===== src/core/prescaler_pkg.sv =====
// Constants, register map and power-mode type for the dual prescaler block.
// Assumes a single 50 MHz bus clock and an AXI4-Lite master with 32-bit data.
package prescaler_pkg;

  // ----------------------------------------------------------------
  // Clock and timing
  // ----------------------------------------------------------------
  localparam int CLK_PERIOD_NS      = 20;
  localparam int SYS_W              = 13;
  localparam int WATCH_W            = 5;
  localparam int MEDIUM_DIV         = 16;
  localparam int WATCH_PRE_DIV      = 4;
  localparam int SUB_IDLE_NS        = 61040;
  localparam int SUB_IDLE_CYC       = (SUB_IDLE_NS + CLK_PERIOD_NS - 1) / CLK_PERIOD_NS;

  // ----------------------------------------------------------------
  // Register map
  // ----------------------------------------------------------------
  localparam logic [3:0]  POWER_MODE_OFF   = 4'h0;
  localparam logic [3:0]  TIMEKEEP_OFF     = 4'h4;
  localparam logic [3:0]  STATUS_OFF       = 4'h8;
  localparam int          MODE_LSB         = 0;
  localparam int          CLEAR_LO_BIT     = 2;
  localparam int          CLEAR_HI_BIT     = 3;
  localparam int          ST_SYS_RUN_BIT   = 0;
  localparam int          ST_SUB_ALIVE_BIT = 1;
  localparam int          ST_WATCH_LSB     = 8;
  localparam logic [3:0]  TIMEKEEP_RESET   = 4'h0;
  localparam logic [1:0]  RESP_OKAY        = 2'h0;
  localparam logic [1:0]  RESP_DECERR      = 2'h3;

  // ----------------------------------------------------------------
  // Power modes
  // ----------------------------------------------------------------
  typedef enum logic [2:0] {
    MODE_ACTIVE_HIGH,
    MODE_ACTIVE_MEDIUM,
    MODE_SLEEP,
    MODE_SUBACTIVE,
    MODE_SUBSLEEP,
    MODE_WATCH,
    MODE_STANDBY
  } power_mode_t;

  localparam power_mode_t MODE_RESET = MODE_ACTIVE_HIGH;

endpackage : prescaler_pkg


===== src/core/dual_clock_prescalers.sv =====
// System and watch prescalers with an AXI4-Lite control port.
// Assumes the subclock pin is already synchronous to aclk and that aclk is
// the oscillator clock, so one aclk cycle is one system clock period.
// How it works
// - Provide a system clock tick and a subclock-derived watch clock.
// - System prescaler is a 13-bit up-counter, plus one per system clock.
// - Reset clears the system prescaler; counting starts right after release.
// - Standby, watch, subactive and subsleep stop and zero the system prescaler.
// - Software can neither read nor write the system prescaler.
// - System taps offer every power-of-two division from 2 to 8192.
// - One shared tap bus; each peripheral picks its own ratio.
// - In medium-speed mode the system prescaler input is oscillator over 16.
// - Watch prescaler is a 5-bit up-counter fed by watch clock over four.
// - Reset clears the watch prescaler; counting starts on reset exit.
// - Watch prescaler keeps counting in all low-power modes with subclock.
// - Writing both clear bits of the timekeeping mode register zeroes it.
// - Watch taps run from undivided watch clock down to division by 128.
`timescale 1ns/10ps

module dual_clock_prescalers #(
  parameter int SYS_W   = prescaler_pkg::SYS_W,
  parameter int WATCH_W = prescaler_pkg::WATCH_W
) (
  input  wire logic                 aclk,
  input  wire logic                 aresetn,
  input  wire logic [3:0]           awaddr,
  input  wire logic                 awvalid,
  output logic                      awready,
  input  wire logic [31:0]          wdata,
  input  wire logic [3:0]           wstrb,
  input  wire logic                 wvalid,
  output logic                      wready,
  output logic [1:0]                bresp,
  output logic                      bvalid,
  input  wire logic                 bready,
  input  wire logic [3:0]           araddr,
  input  wire logic                 arvalid,
  output logic                      arready,
  output logic [31:0]               rdata,
  output logic [1:0]                rresp,
  output logic                      rvalid,
  input  wire logic                 rready,
  input  wire logic                 subclock_input_pin,
  output logic                      sys_clock_tick,
  output logic [SYS_W-1:0]          sys_taps,
  output logic [WATCH_W+2:0]        watch_taps
);

  // ----------------------------------------------------------------
  // Register bus
  // ----------------------------------------------------------------
  logic                       aw_hold_q, aw_hold_d, w_hold_q, w_hold_d;
  logic [3:0]                 awaddr_q, awaddr_d;
  logic [31:0]                wdata_q, wdata_d;
  logic [3:0]                 wstrb_q, wstrb_d;
  logic                       awready_q, awready_d, wready_q, wready_d;
  logic                       bvalid_q, bvalid_d, rvalid_q, rvalid_d, arready_q, arready_d;
  logic [1:0]                 bresp_q, bresp_d, rresp_q, rresp_d;
  logic [31:0]                rdata_q, rdata_d;
  logic                       wr_fire, watch_clr;
  logic [3:0]                 wr_addr;
  logic [31:0]                wr_data;
  logic [3:0]                 wr_strb;
  prescaler_pkg::power_mode_t mode_q, mode_d;
  logic [3:0]                 timekeep_q, timekeep_d;

  // Core state declared here so the read mux can see it.
  logic [SYS_W-1:0]           system_prescaler_q, system_prescaler_d;
  logic [WATCH_W-1:0]         watch_prescaler_q, watch_prescaler_d;
  logic                       sub_alive_q;
  logic                       sys_stop;

  always_comb begin
    wr_addr    = aw_hold_q ? awaddr_q : awaddr;
    wr_data    = w_hold_q ? wdata_q : wdata;
    wr_strb    = w_hold_q ? wstrb_q : wstrb;
    aw_hold_d  = aw_hold_q | (awvalid & awready_q);
    w_hold_d   = w_hold_q | (wvalid & wready_q);
    awaddr_d   = (awvalid & awready_q) ? awaddr : awaddr_q;
    wdata_d    = (wvalid & wready_q) ? wdata : wdata_q;
    wstrb_d    = (wvalid & wready_q) ? wstrb : wstrb_q;
    wr_fire    = aw_hold_d & w_hold_d & ~bvalid_q;
    bvalid_d   = wr_fire | (bvalid_q & ~bready);
    bresp_d    = bresp_q;
    mode_d     = mode_q;
    timekeep_d = timekeep_q;
    watch_clr  = 1'b0;
    if (wr_fire) begin
      aw_hold_d = 1'b0;
      w_hold_d  = 1'b0;
      bresp_d   = prescaler_pkg::RESP_OKAY;
      // The system prescaler has no address, so no write can reach it.
      case (wr_addr)
        prescaler_pkg::POWER_MODE_OFF: begin
          // Codes past the last mode are dropped so the mode stays legal.
          if (wr_strb[0] && wr_data[2:0] <= 3'(prescaler_pkg::MODE_STANDBY)) begin
            mode_d = prescaler_pkg::power_mode_t'(wr_data[prescaler_pkg::MODE_LSB +: 3]);
          end
        end
        prescaler_pkg::TIMEKEEP_OFF: begin
          if (wr_strb[0]) begin
            timekeep_d = wr_data[3:0];
            watch_clr  = wr_data[prescaler_pkg::CLEAR_HI_BIT] &
                         wr_data[prescaler_pkg::CLEAR_LO_BIT];
          end
        end
        prescaler_pkg::STATUS_OFF: begin
        end
        default: begin
          bresp_d = prescaler_pkg::RESP_DECERR;
        end
      endcase
    end
    awready_d = ~aw_hold_d & ~bvalid_d;
    wready_d  = ~w_hold_d & ~bvalid_d;
    rvalid_d  = rvalid_q & ~rready;
    rdata_d   = rdata_q;
    rresp_d   = rresp_q;
    if (arvalid && arready_q) begin
      rvalid_d = 1'b1;
      rdata_d  = 32'h0000_0000;
      rresp_d  = prescaler_pkg::RESP_OKAY;
      case (araddr)
        prescaler_pkg::POWER_MODE_OFF: rdata_d[2:0] = mode_q;
        prescaler_pkg::TIMEKEEP_OFF:   rdata_d[3:0] = timekeep_q;
        prescaler_pkg::STATUS_OFF: begin
          rdata_d[prescaler_pkg::ST_SYS_RUN_BIT]   = ~sys_stop;
          rdata_d[prescaler_pkg::ST_SUB_ALIVE_BIT] = sub_alive_q;
          rdata_d[prescaler_pkg::ST_WATCH_LSB +: WATCH_W] = watch_prescaler_q;
        end
        default: rresp_d = prescaler_pkg::RESP_DECERR;
      endcase
    end
    arready_d = ~rvalid_d;
  end

  always_ff @(posedge aclk) begin
    if (!aresetn) begin
      aw_hold_q  <= 1'b0;
      w_hold_q   <= 1'b0;
      awaddr_q   <= 4'h0;
      wdata_q    <= 32'h0000_0000;
      wstrb_q    <= 4'h0;
      awready_q  <= 1'b0;
      wready_q   <= 1'b0;
      bvalid_q   <= 1'b0;
      bresp_q    <= 2'h0;
      arready_q  <= 1'b0;
      rvalid_q   <= 1'b0;
      rdata_q    <= 32'h0000_0000;
      rresp_q    <= 2'h0;
      mode_q     <= prescaler_pkg::MODE_RESET;
      timekeep_q <= prescaler_pkg::TIMEKEEP_RESET;
    end else begin
      aw_hold_q  <= aw_hold_d;
      w_hold_q   <= w_hold_d;
      awaddr_q   <= awaddr_d;
      wdata_q    <= wdata_d;
      wstrb_q    <= wstrb_d;
      awready_q  <= awready_d;
      wready_q   <= wready_d;
      bvalid_q   <= bvalid_d;
      bresp_q    <= bresp_d;
      arready_q  <= arready_d;
      rvalid_q   <= rvalid_d;
      rdata_q    <= rdata_d;
      rresp_q    <= rresp_d;
      mode_q     <= mode_d;
      timekeep_q <= timekeep_d;
    end
  end

  assign awready = awready_q;
  assign wready  = wready_q;
  assign bvalid  = bvalid_q;
  assign bresp   = bresp_q;
  assign arready = arready_q;
  assign rvalid  = rvalid_q;
  assign rdata   = rdata_q;
  assign rresp   = rresp_q;

  // ----------------------------------------------------------------
  // System prescaler
  // ----------------------------------------------------------------
  logic [3:0] med_div_q, med_div_d;
  logic       sys_tick, sys_tick_q, is_medium;

  always_comb begin
    sys_stop  = (mode_q == prescaler_pkg::MODE_STANDBY)   ||
                (mode_q == prescaler_pkg::MODE_WATCH)     ||
                (mode_q == prescaler_pkg::MODE_SUBACTIVE) ||
                (mode_q == prescaler_pkg::MODE_SUBSLEEP);
    is_medium = (mode_q == prescaler_pkg::MODE_ACTIVE_MEDIUM);
    // The divider is held at zero outside medium speed so that the first
    // medium tick always comes a full sixteen cycles after the switch.
    med_div_d = is_medium ? 4'(med_div_q + 4'h1) : 4'h0;
    sys_tick  = ~sys_stop &
                (~is_medium | (med_div_q == 4'(prescaler_pkg::MEDIUM_DIV - 1)));
    if (sys_stop) begin
      system_prescaler_d = '0;
    end else if (sys_tick) begin
      system_prescaler_d = SYS_W'(system_prescaler_q + 1'b1);
    end else begin
      system_prescaler_d = system_prescaler_q;
    end
  end

  always_ff @(posedge aclk) begin
    if (!aresetn) begin
      system_prescaler_q <= '0;
      med_div_q          <= 4'h0;
      sys_tick_q         <= 1'b0;
    end else begin
      system_prescaler_q <= system_prescaler_d;
      med_div_q          <= med_div_d;
      sys_tick_q         <= sys_tick;
    end
  end

  // Bit i is the system clock over 2 to the power i+1, shared by every user.
  assign sys_taps       = system_prescaler_q;
  assign sys_clock_tick = sys_tick_q;

  // ----------------------------------------------------------------
  // Watch prescaler
  // ----------------------------------------------------------------
  logic                       sub_q, sub_prev_q, sub_rise;
  logic [1:0]                 pre_q, pre_d;
  localparam int IDLE_W = $clog2(prescaler_pkg::SUB_IDLE_CYC + 1);
  logic [IDLE_W-1:0]          idle_q, idle_d;
  logic                       sub_alive_d;

  always_comb begin
    sub_rise = sub_q & ~sub_prev_q;
    pre_d    = sub_rise ? 2'(pre_q + 2'h1) : pre_q;
    // No mode term here: the watch side runs whenever the subclock toggles.
    if (watch_clr) begin
      watch_prescaler_d = '0;
    end else if (sub_rise && pre_q == 2'(prescaler_pkg::WATCH_PRE_DIV - 1)) begin
      watch_prescaler_d = WATCH_W'(watch_prescaler_q + 1'b1);
    end else begin
      watch_prescaler_d = watch_prescaler_q;
    end
    if (sub_q != sub_prev_q) begin
      idle_d = '0;
    end else if (idle_q != IDLE_W'(prescaler_pkg::SUB_IDLE_CYC)) begin
      idle_d = IDLE_W'(idle_q + 1'b1);
    end else begin
      idle_d = idle_q;
    end
    sub_alive_d = (idle_d != IDLE_W'(prescaler_pkg::SUB_IDLE_CYC));
  end

  always_ff @(posedge aclk) begin
    if (!aresetn) begin
      // Both samples start at the pin's idle high level, so release brings no false edge.
      sub_q             <= 1'b1;
      sub_prev_q        <= 1'b1;
      pre_q             <= 2'h0;
      watch_prescaler_q <= '0;
      idle_q            <= '0;
      sub_alive_q       <= 1'b0;
    end else begin
      sub_q             <= subclock_input_pin;
      sub_prev_q        <= sub_q;
      pre_q             <= pre_d;
      watch_prescaler_q <= watch_prescaler_d;
      idle_q            <= idle_d;
      sub_alive_q       <= sub_alive_d;
    end
  end

  // Undivided, over 2, over 4, then the counter bits for over 8 to over 128.
  assign watch_taps = {watch_prescaler_q, pre_q[1], pre_q[0], sub_q};
endmodule : dual_clock_prescalers


===== config.mk =====
export PLATFORM = sky130hd
export DESIGN_NAME = dual_clock_prescalers
export DESIGN_NICKNAME = d
export VERILOG_FILES = /design/src/core/prescaler_pkg.sv /design/src/core/dual_clock_prescalers.sv
export SDC_FILE = /design/constraint.sdc
export NUM_CORES = 1
export LEC_CHECK = 0
export BUFFER_PORTS_ARGS = -buffer_cell sky130_fd_sc_hd__buf_2
export CAP_MARGIN = 20
export CELL_PAD_IN_SITES_DETAIL_PLACEMENT = 0
export CELL_PAD_IN_SITES_GLOBAL_PLACEMENT = 1
export CORE_UTILIZATION = 35
export CTS_BUF_LIST = sky130_fd_sc_hd__clkbuf_4
export DETAILED_ROUTE_END_ITERATION = 10
export PLACE_DENSITY_LB_ADDON = 0.15
export SETUP_SLACK_MARGIN = 0.05
export SYNTH_ARGS = -nofsm -noshare
export SYNTH_HDL_FRONTEND = slang
export SYNTH_SLANG_ARGS = --single-unit

===== constraint.sdc =====
create_clock -name aclk -period 1.8 [get_ports aclk]
set_input_delay 0.27 -clock aclk [delete_from_list [all_inputs] [get_ports aclk]]
set_output_delay 0.27 -clock aclk [all_outputs]
set_load 0.01 [all_outputs]

==> results.json <==
{
  "status": "complete, no violations",
  "syn-cell-area_sq_um": 3531,
  "path_max_fanout": 6,
  "synth-seq-area-share_pct": 41.96,
  "start_util_pct": 36.12,
  "num_antenna_cells": 0,
  "final_antenna_net_count": 0,
  "cts.path.max_buffers": 2,
  "hpwl_microns": 5752,
  "p_switching_uw": 832.1,
  "numCtsBuffers": 9,
  "grt_overflow": 0,
  "hold_path_class": "in2reg",
  "arrival_ns": 1.95,
  "grt_max_degree": 19,
  "grt_first_pass_wirelength_microns": 12740,
  "clkLatencyLatePin_ns": 0.41,
  "ys.flop_type": "dfxtp_1",
  "synthCells": 399,
  "syn2layout_area_growth_pct": 19.84,
  "cts_tree": "yes",
  "finalNetCount": 540,
  "dieWidth_microns": 102.4,
  "async_flop_share_pct": 0,
  "finalCriticalPeriod_ns": 1.648,
  "final_util_pct": 43.29,
  "final_common_cell": "dfxtp_1",
  "fill_cells": 1064,
  "chipHeight_microns": 102.4,
  "core-area_sq_um": 9774,
  "io_buffers": 60,
  "drive_gt1_share_pct": 26.54,
  "routabilityCongestion": 0.8227,
  "ys_seq_elements": 74,
  "clk_pin_slew_worst_paths_ns": 0.12,
  "fin_skew_ns": 0.01151,
  "ys_types": 53,
  "cts.hold.buffers_added": 0,
  "post-route-drc-count": 0,
  "final_cell_mix": "69 x dfxtp_1, 61 x buf_2, 51 x nor2_1",
  "p_sw_share_pct": 27.14,
  "ios": 115,
  "grtUsageTotal_pct": 15.66,
  "num_rows": 36,
  "hold_viol": 0,
  "cp.required_ns": 2.10,
  "yosysWarnings": 0,
  "syn_area_per_cell_sq_um": 8.849,
  "via_per_inst": 4.679,
  "first_global_vias": 2719,
  "first_pass_iters": 4,
  "cp-end-kind": "flop",
  "rsz0062_at_grt": "true",
  "die_area_sq_um": 10490,
  "drv_slew": 0,
  "setup_viol": 0,
  "root_buffer": "clkbuf_4",
  "drv_cap": 0,
  "p_int_mw": 2.234,
  "numClockSinks": 74,
  "post_cts_buffers": 0,
  "multi_input_area_sq_um": 1891,
  "final.setup.tns_ns": 0,
  "vdd_drop_max_uv": 316.4,
  "post_drt_wl_per_cell_microns": 12.46,
  "power_frac_seq_pct": 56.0,
  "antenna_found_initial": 0,
  "finalCritPeriodShare_pct": 91.53,
  "comb_power_share_pct": 11.6,
  "hold_ws_ns": 0.03716,
  "ff_latch_area_sq_um": 1490,
  "crit_type": "reg2reg",
  "wl_microns": 7711,
  "max_freq_mhz": 606.9,
  "dr.first_iter.drc_count": 56,
  "cp-start-kind": "flop",
  "p_clk_share_pct": 32.3,
  "power_density_nw_per_um2": 724.5,
  "cts_max_level": 3,
  "vias": 2896,
  "synth_edf_count": 0,
  "leakage_nw": 1.743
}
synthesized netlist by cell type, drive strengths merged, types with 2 or more instances:
| library cell | count | area [sq um] |
|---|---|---|
| dfxtp | 74 | 1481 |
| nor2 | 51 | 191.4 |
| buf | 33 | 245.2 |
| nand2 | 30 | 112.6 |
| a21oi | 29 | 145.1 |
| nand3 | 25 | 125.1 |
| nor3 | 19 | 117.6 |
| xnor2 | 17 | 148.9 |
| mux2i | 15 | 150.1 |
| xor2 | 9 | 78.83 |
| clkbuf | 8 | 30.03 |
| ha | 7 | 87.58 |
| inv | 7 | 26.28 |
| nand2b | 7 | 43.79 |
| a22oi | 6 | 45.04 |
| nand4 | 5 | 37.53 |
| nor3b | 5 | 37.54 |
| o21ai | 5 | 25.02 |
| and3 | 4 | 25.02 |
| and2 | 3 | 18.77 |
| mux2 | 3 | 33.78 |
| or3 | 3 | 18.77 |
| a31oi | 2 | 12.51 |
| a32oi | 2 | 17.52 |
| nand3b | 2 | 15.01 |
| nor2b | 2 | 12.51 |
| nor4b | 2 | 32.53 |
| o21a | 2 | 15.01 |
| o21bai | 2 | 15.01 |
| o311ai | 2 | 17.52 |
per-stage QoR:
step	total power, mW	std cells	worst slack (ns)	cell area (sq um)
final	3.066	619	0.1524	4232
after global routing	3.248	619	0.01835	4232
after CTS	3.112	618	0.07477	4156
after detailed placement	2.104	602	0.09035	4023
after global placement	2.102	602	0.09267	4023
after floorplan	2.010	421	0.05309	3613
path summary, 6_finish.rpt:
| kind | startpoint | to | slack [ns] | cells past startpoint |
|---|---|---|---|---|
| worst max-delay path | med_div_q[0]$_SDFF_PN0_ | sys_taps[9]$_SDFFE_PP0P_ | 0.15 | 7 |
| worst min-delay path | subclock_input_pin | sub_q$_SDFF_PN1_ | 0.04 | 2 |
| worst max register to register | med_div_q[0]$_SDFF_PN0_ | sys_taps[9]$_SDFFE_PP0P_ | 0.15 | 7 |
| worst min register to register | med_div_q[0]$_SDFF_PN0_ | med_div_q[0]$_SDFF_PN0_ | 0.46 | 1 |
power groups by stage:
stage | Combinational [mW] | Clock, mW | Sequential, mW
finish | 0.357 | 0.991 | 1.72
detailed placement | 0.349 | 0 | 1.75
floorplan | 0.252 | 0 | 1.76
global placement | 0.348 | 0 | 1.75
CTS | 0.351 | 1.04 | 1.72
global route | 0.400 | 1.12 | 1.73
critical path, stage by stage, from the launching register on:
cell	delay (ns)
dfxtp_2	0.39
ha_4	0.14
and4b_1	0.24
o311ai_2	0.14
buf_4	0.19
nor4b_4	0.25
xnor2_1	0.15
nor2_1	0.05
cells by family (layout without fill, tap and decap cells):
family / count (synthesis) / count (layout) / synth area share (%)
multiplexers: 18 / 18 / 5.209
buffers and inverters: 49 / 114 / 8.646
AO/OA/AOI/OAI: 59 / 59 / 10.84
flip-flops: 74 / 74 / 41.96
adder cells (fa/ha/maj): 8 / 8 / 2.764
AND/OR/NAND/NOR: 164 / 164 / 24.03
other: 1 / 23 / 0.1062
XOR/XNOR: 26 / 26 / 6.449
layout make-up:
class,count,share of cell area [%]
multi-input combinational,298,44.68
sequential,74,35.22
timing repair buffer,90,12.45
tap,133,3.933
clock buffer,9,1.597
clock inverter,7,1.419
inverter,8,0.7096
what timing repair did:
| action | 4_1_cts | 5_1_grt |
|---|---|---|
| gates cloned | 0 | 1 |
| pin swaps | 0 | 6 |
| resized for setup | 1 | 18 |
| endpoints found under the setup margin | 1 | 16 |
layer usage:
layer / vias up / part of all wire (%) / GRT usage (%)
met3: 14 / 4.4 / 3.830
met2: 55 / 44 / 24.31
met1: 1323 / 49 / 20.50
met5: - / 0 / 0
met4: 0 / 1.9 / 7.033
li1: 1504 / - / -
registers in the layout, summed over array words and instances (netlist names), 2 cells and up:
name               count
idle_q                12
med_div_q              4
timekeep_q             4
awaddr_q               4
pre_q                  2
mode_q                 3
watch_prescaler_q      5
sys_taps              13
rdata                  9
wdata_q                4
Power figures use the tool's default switching activity.
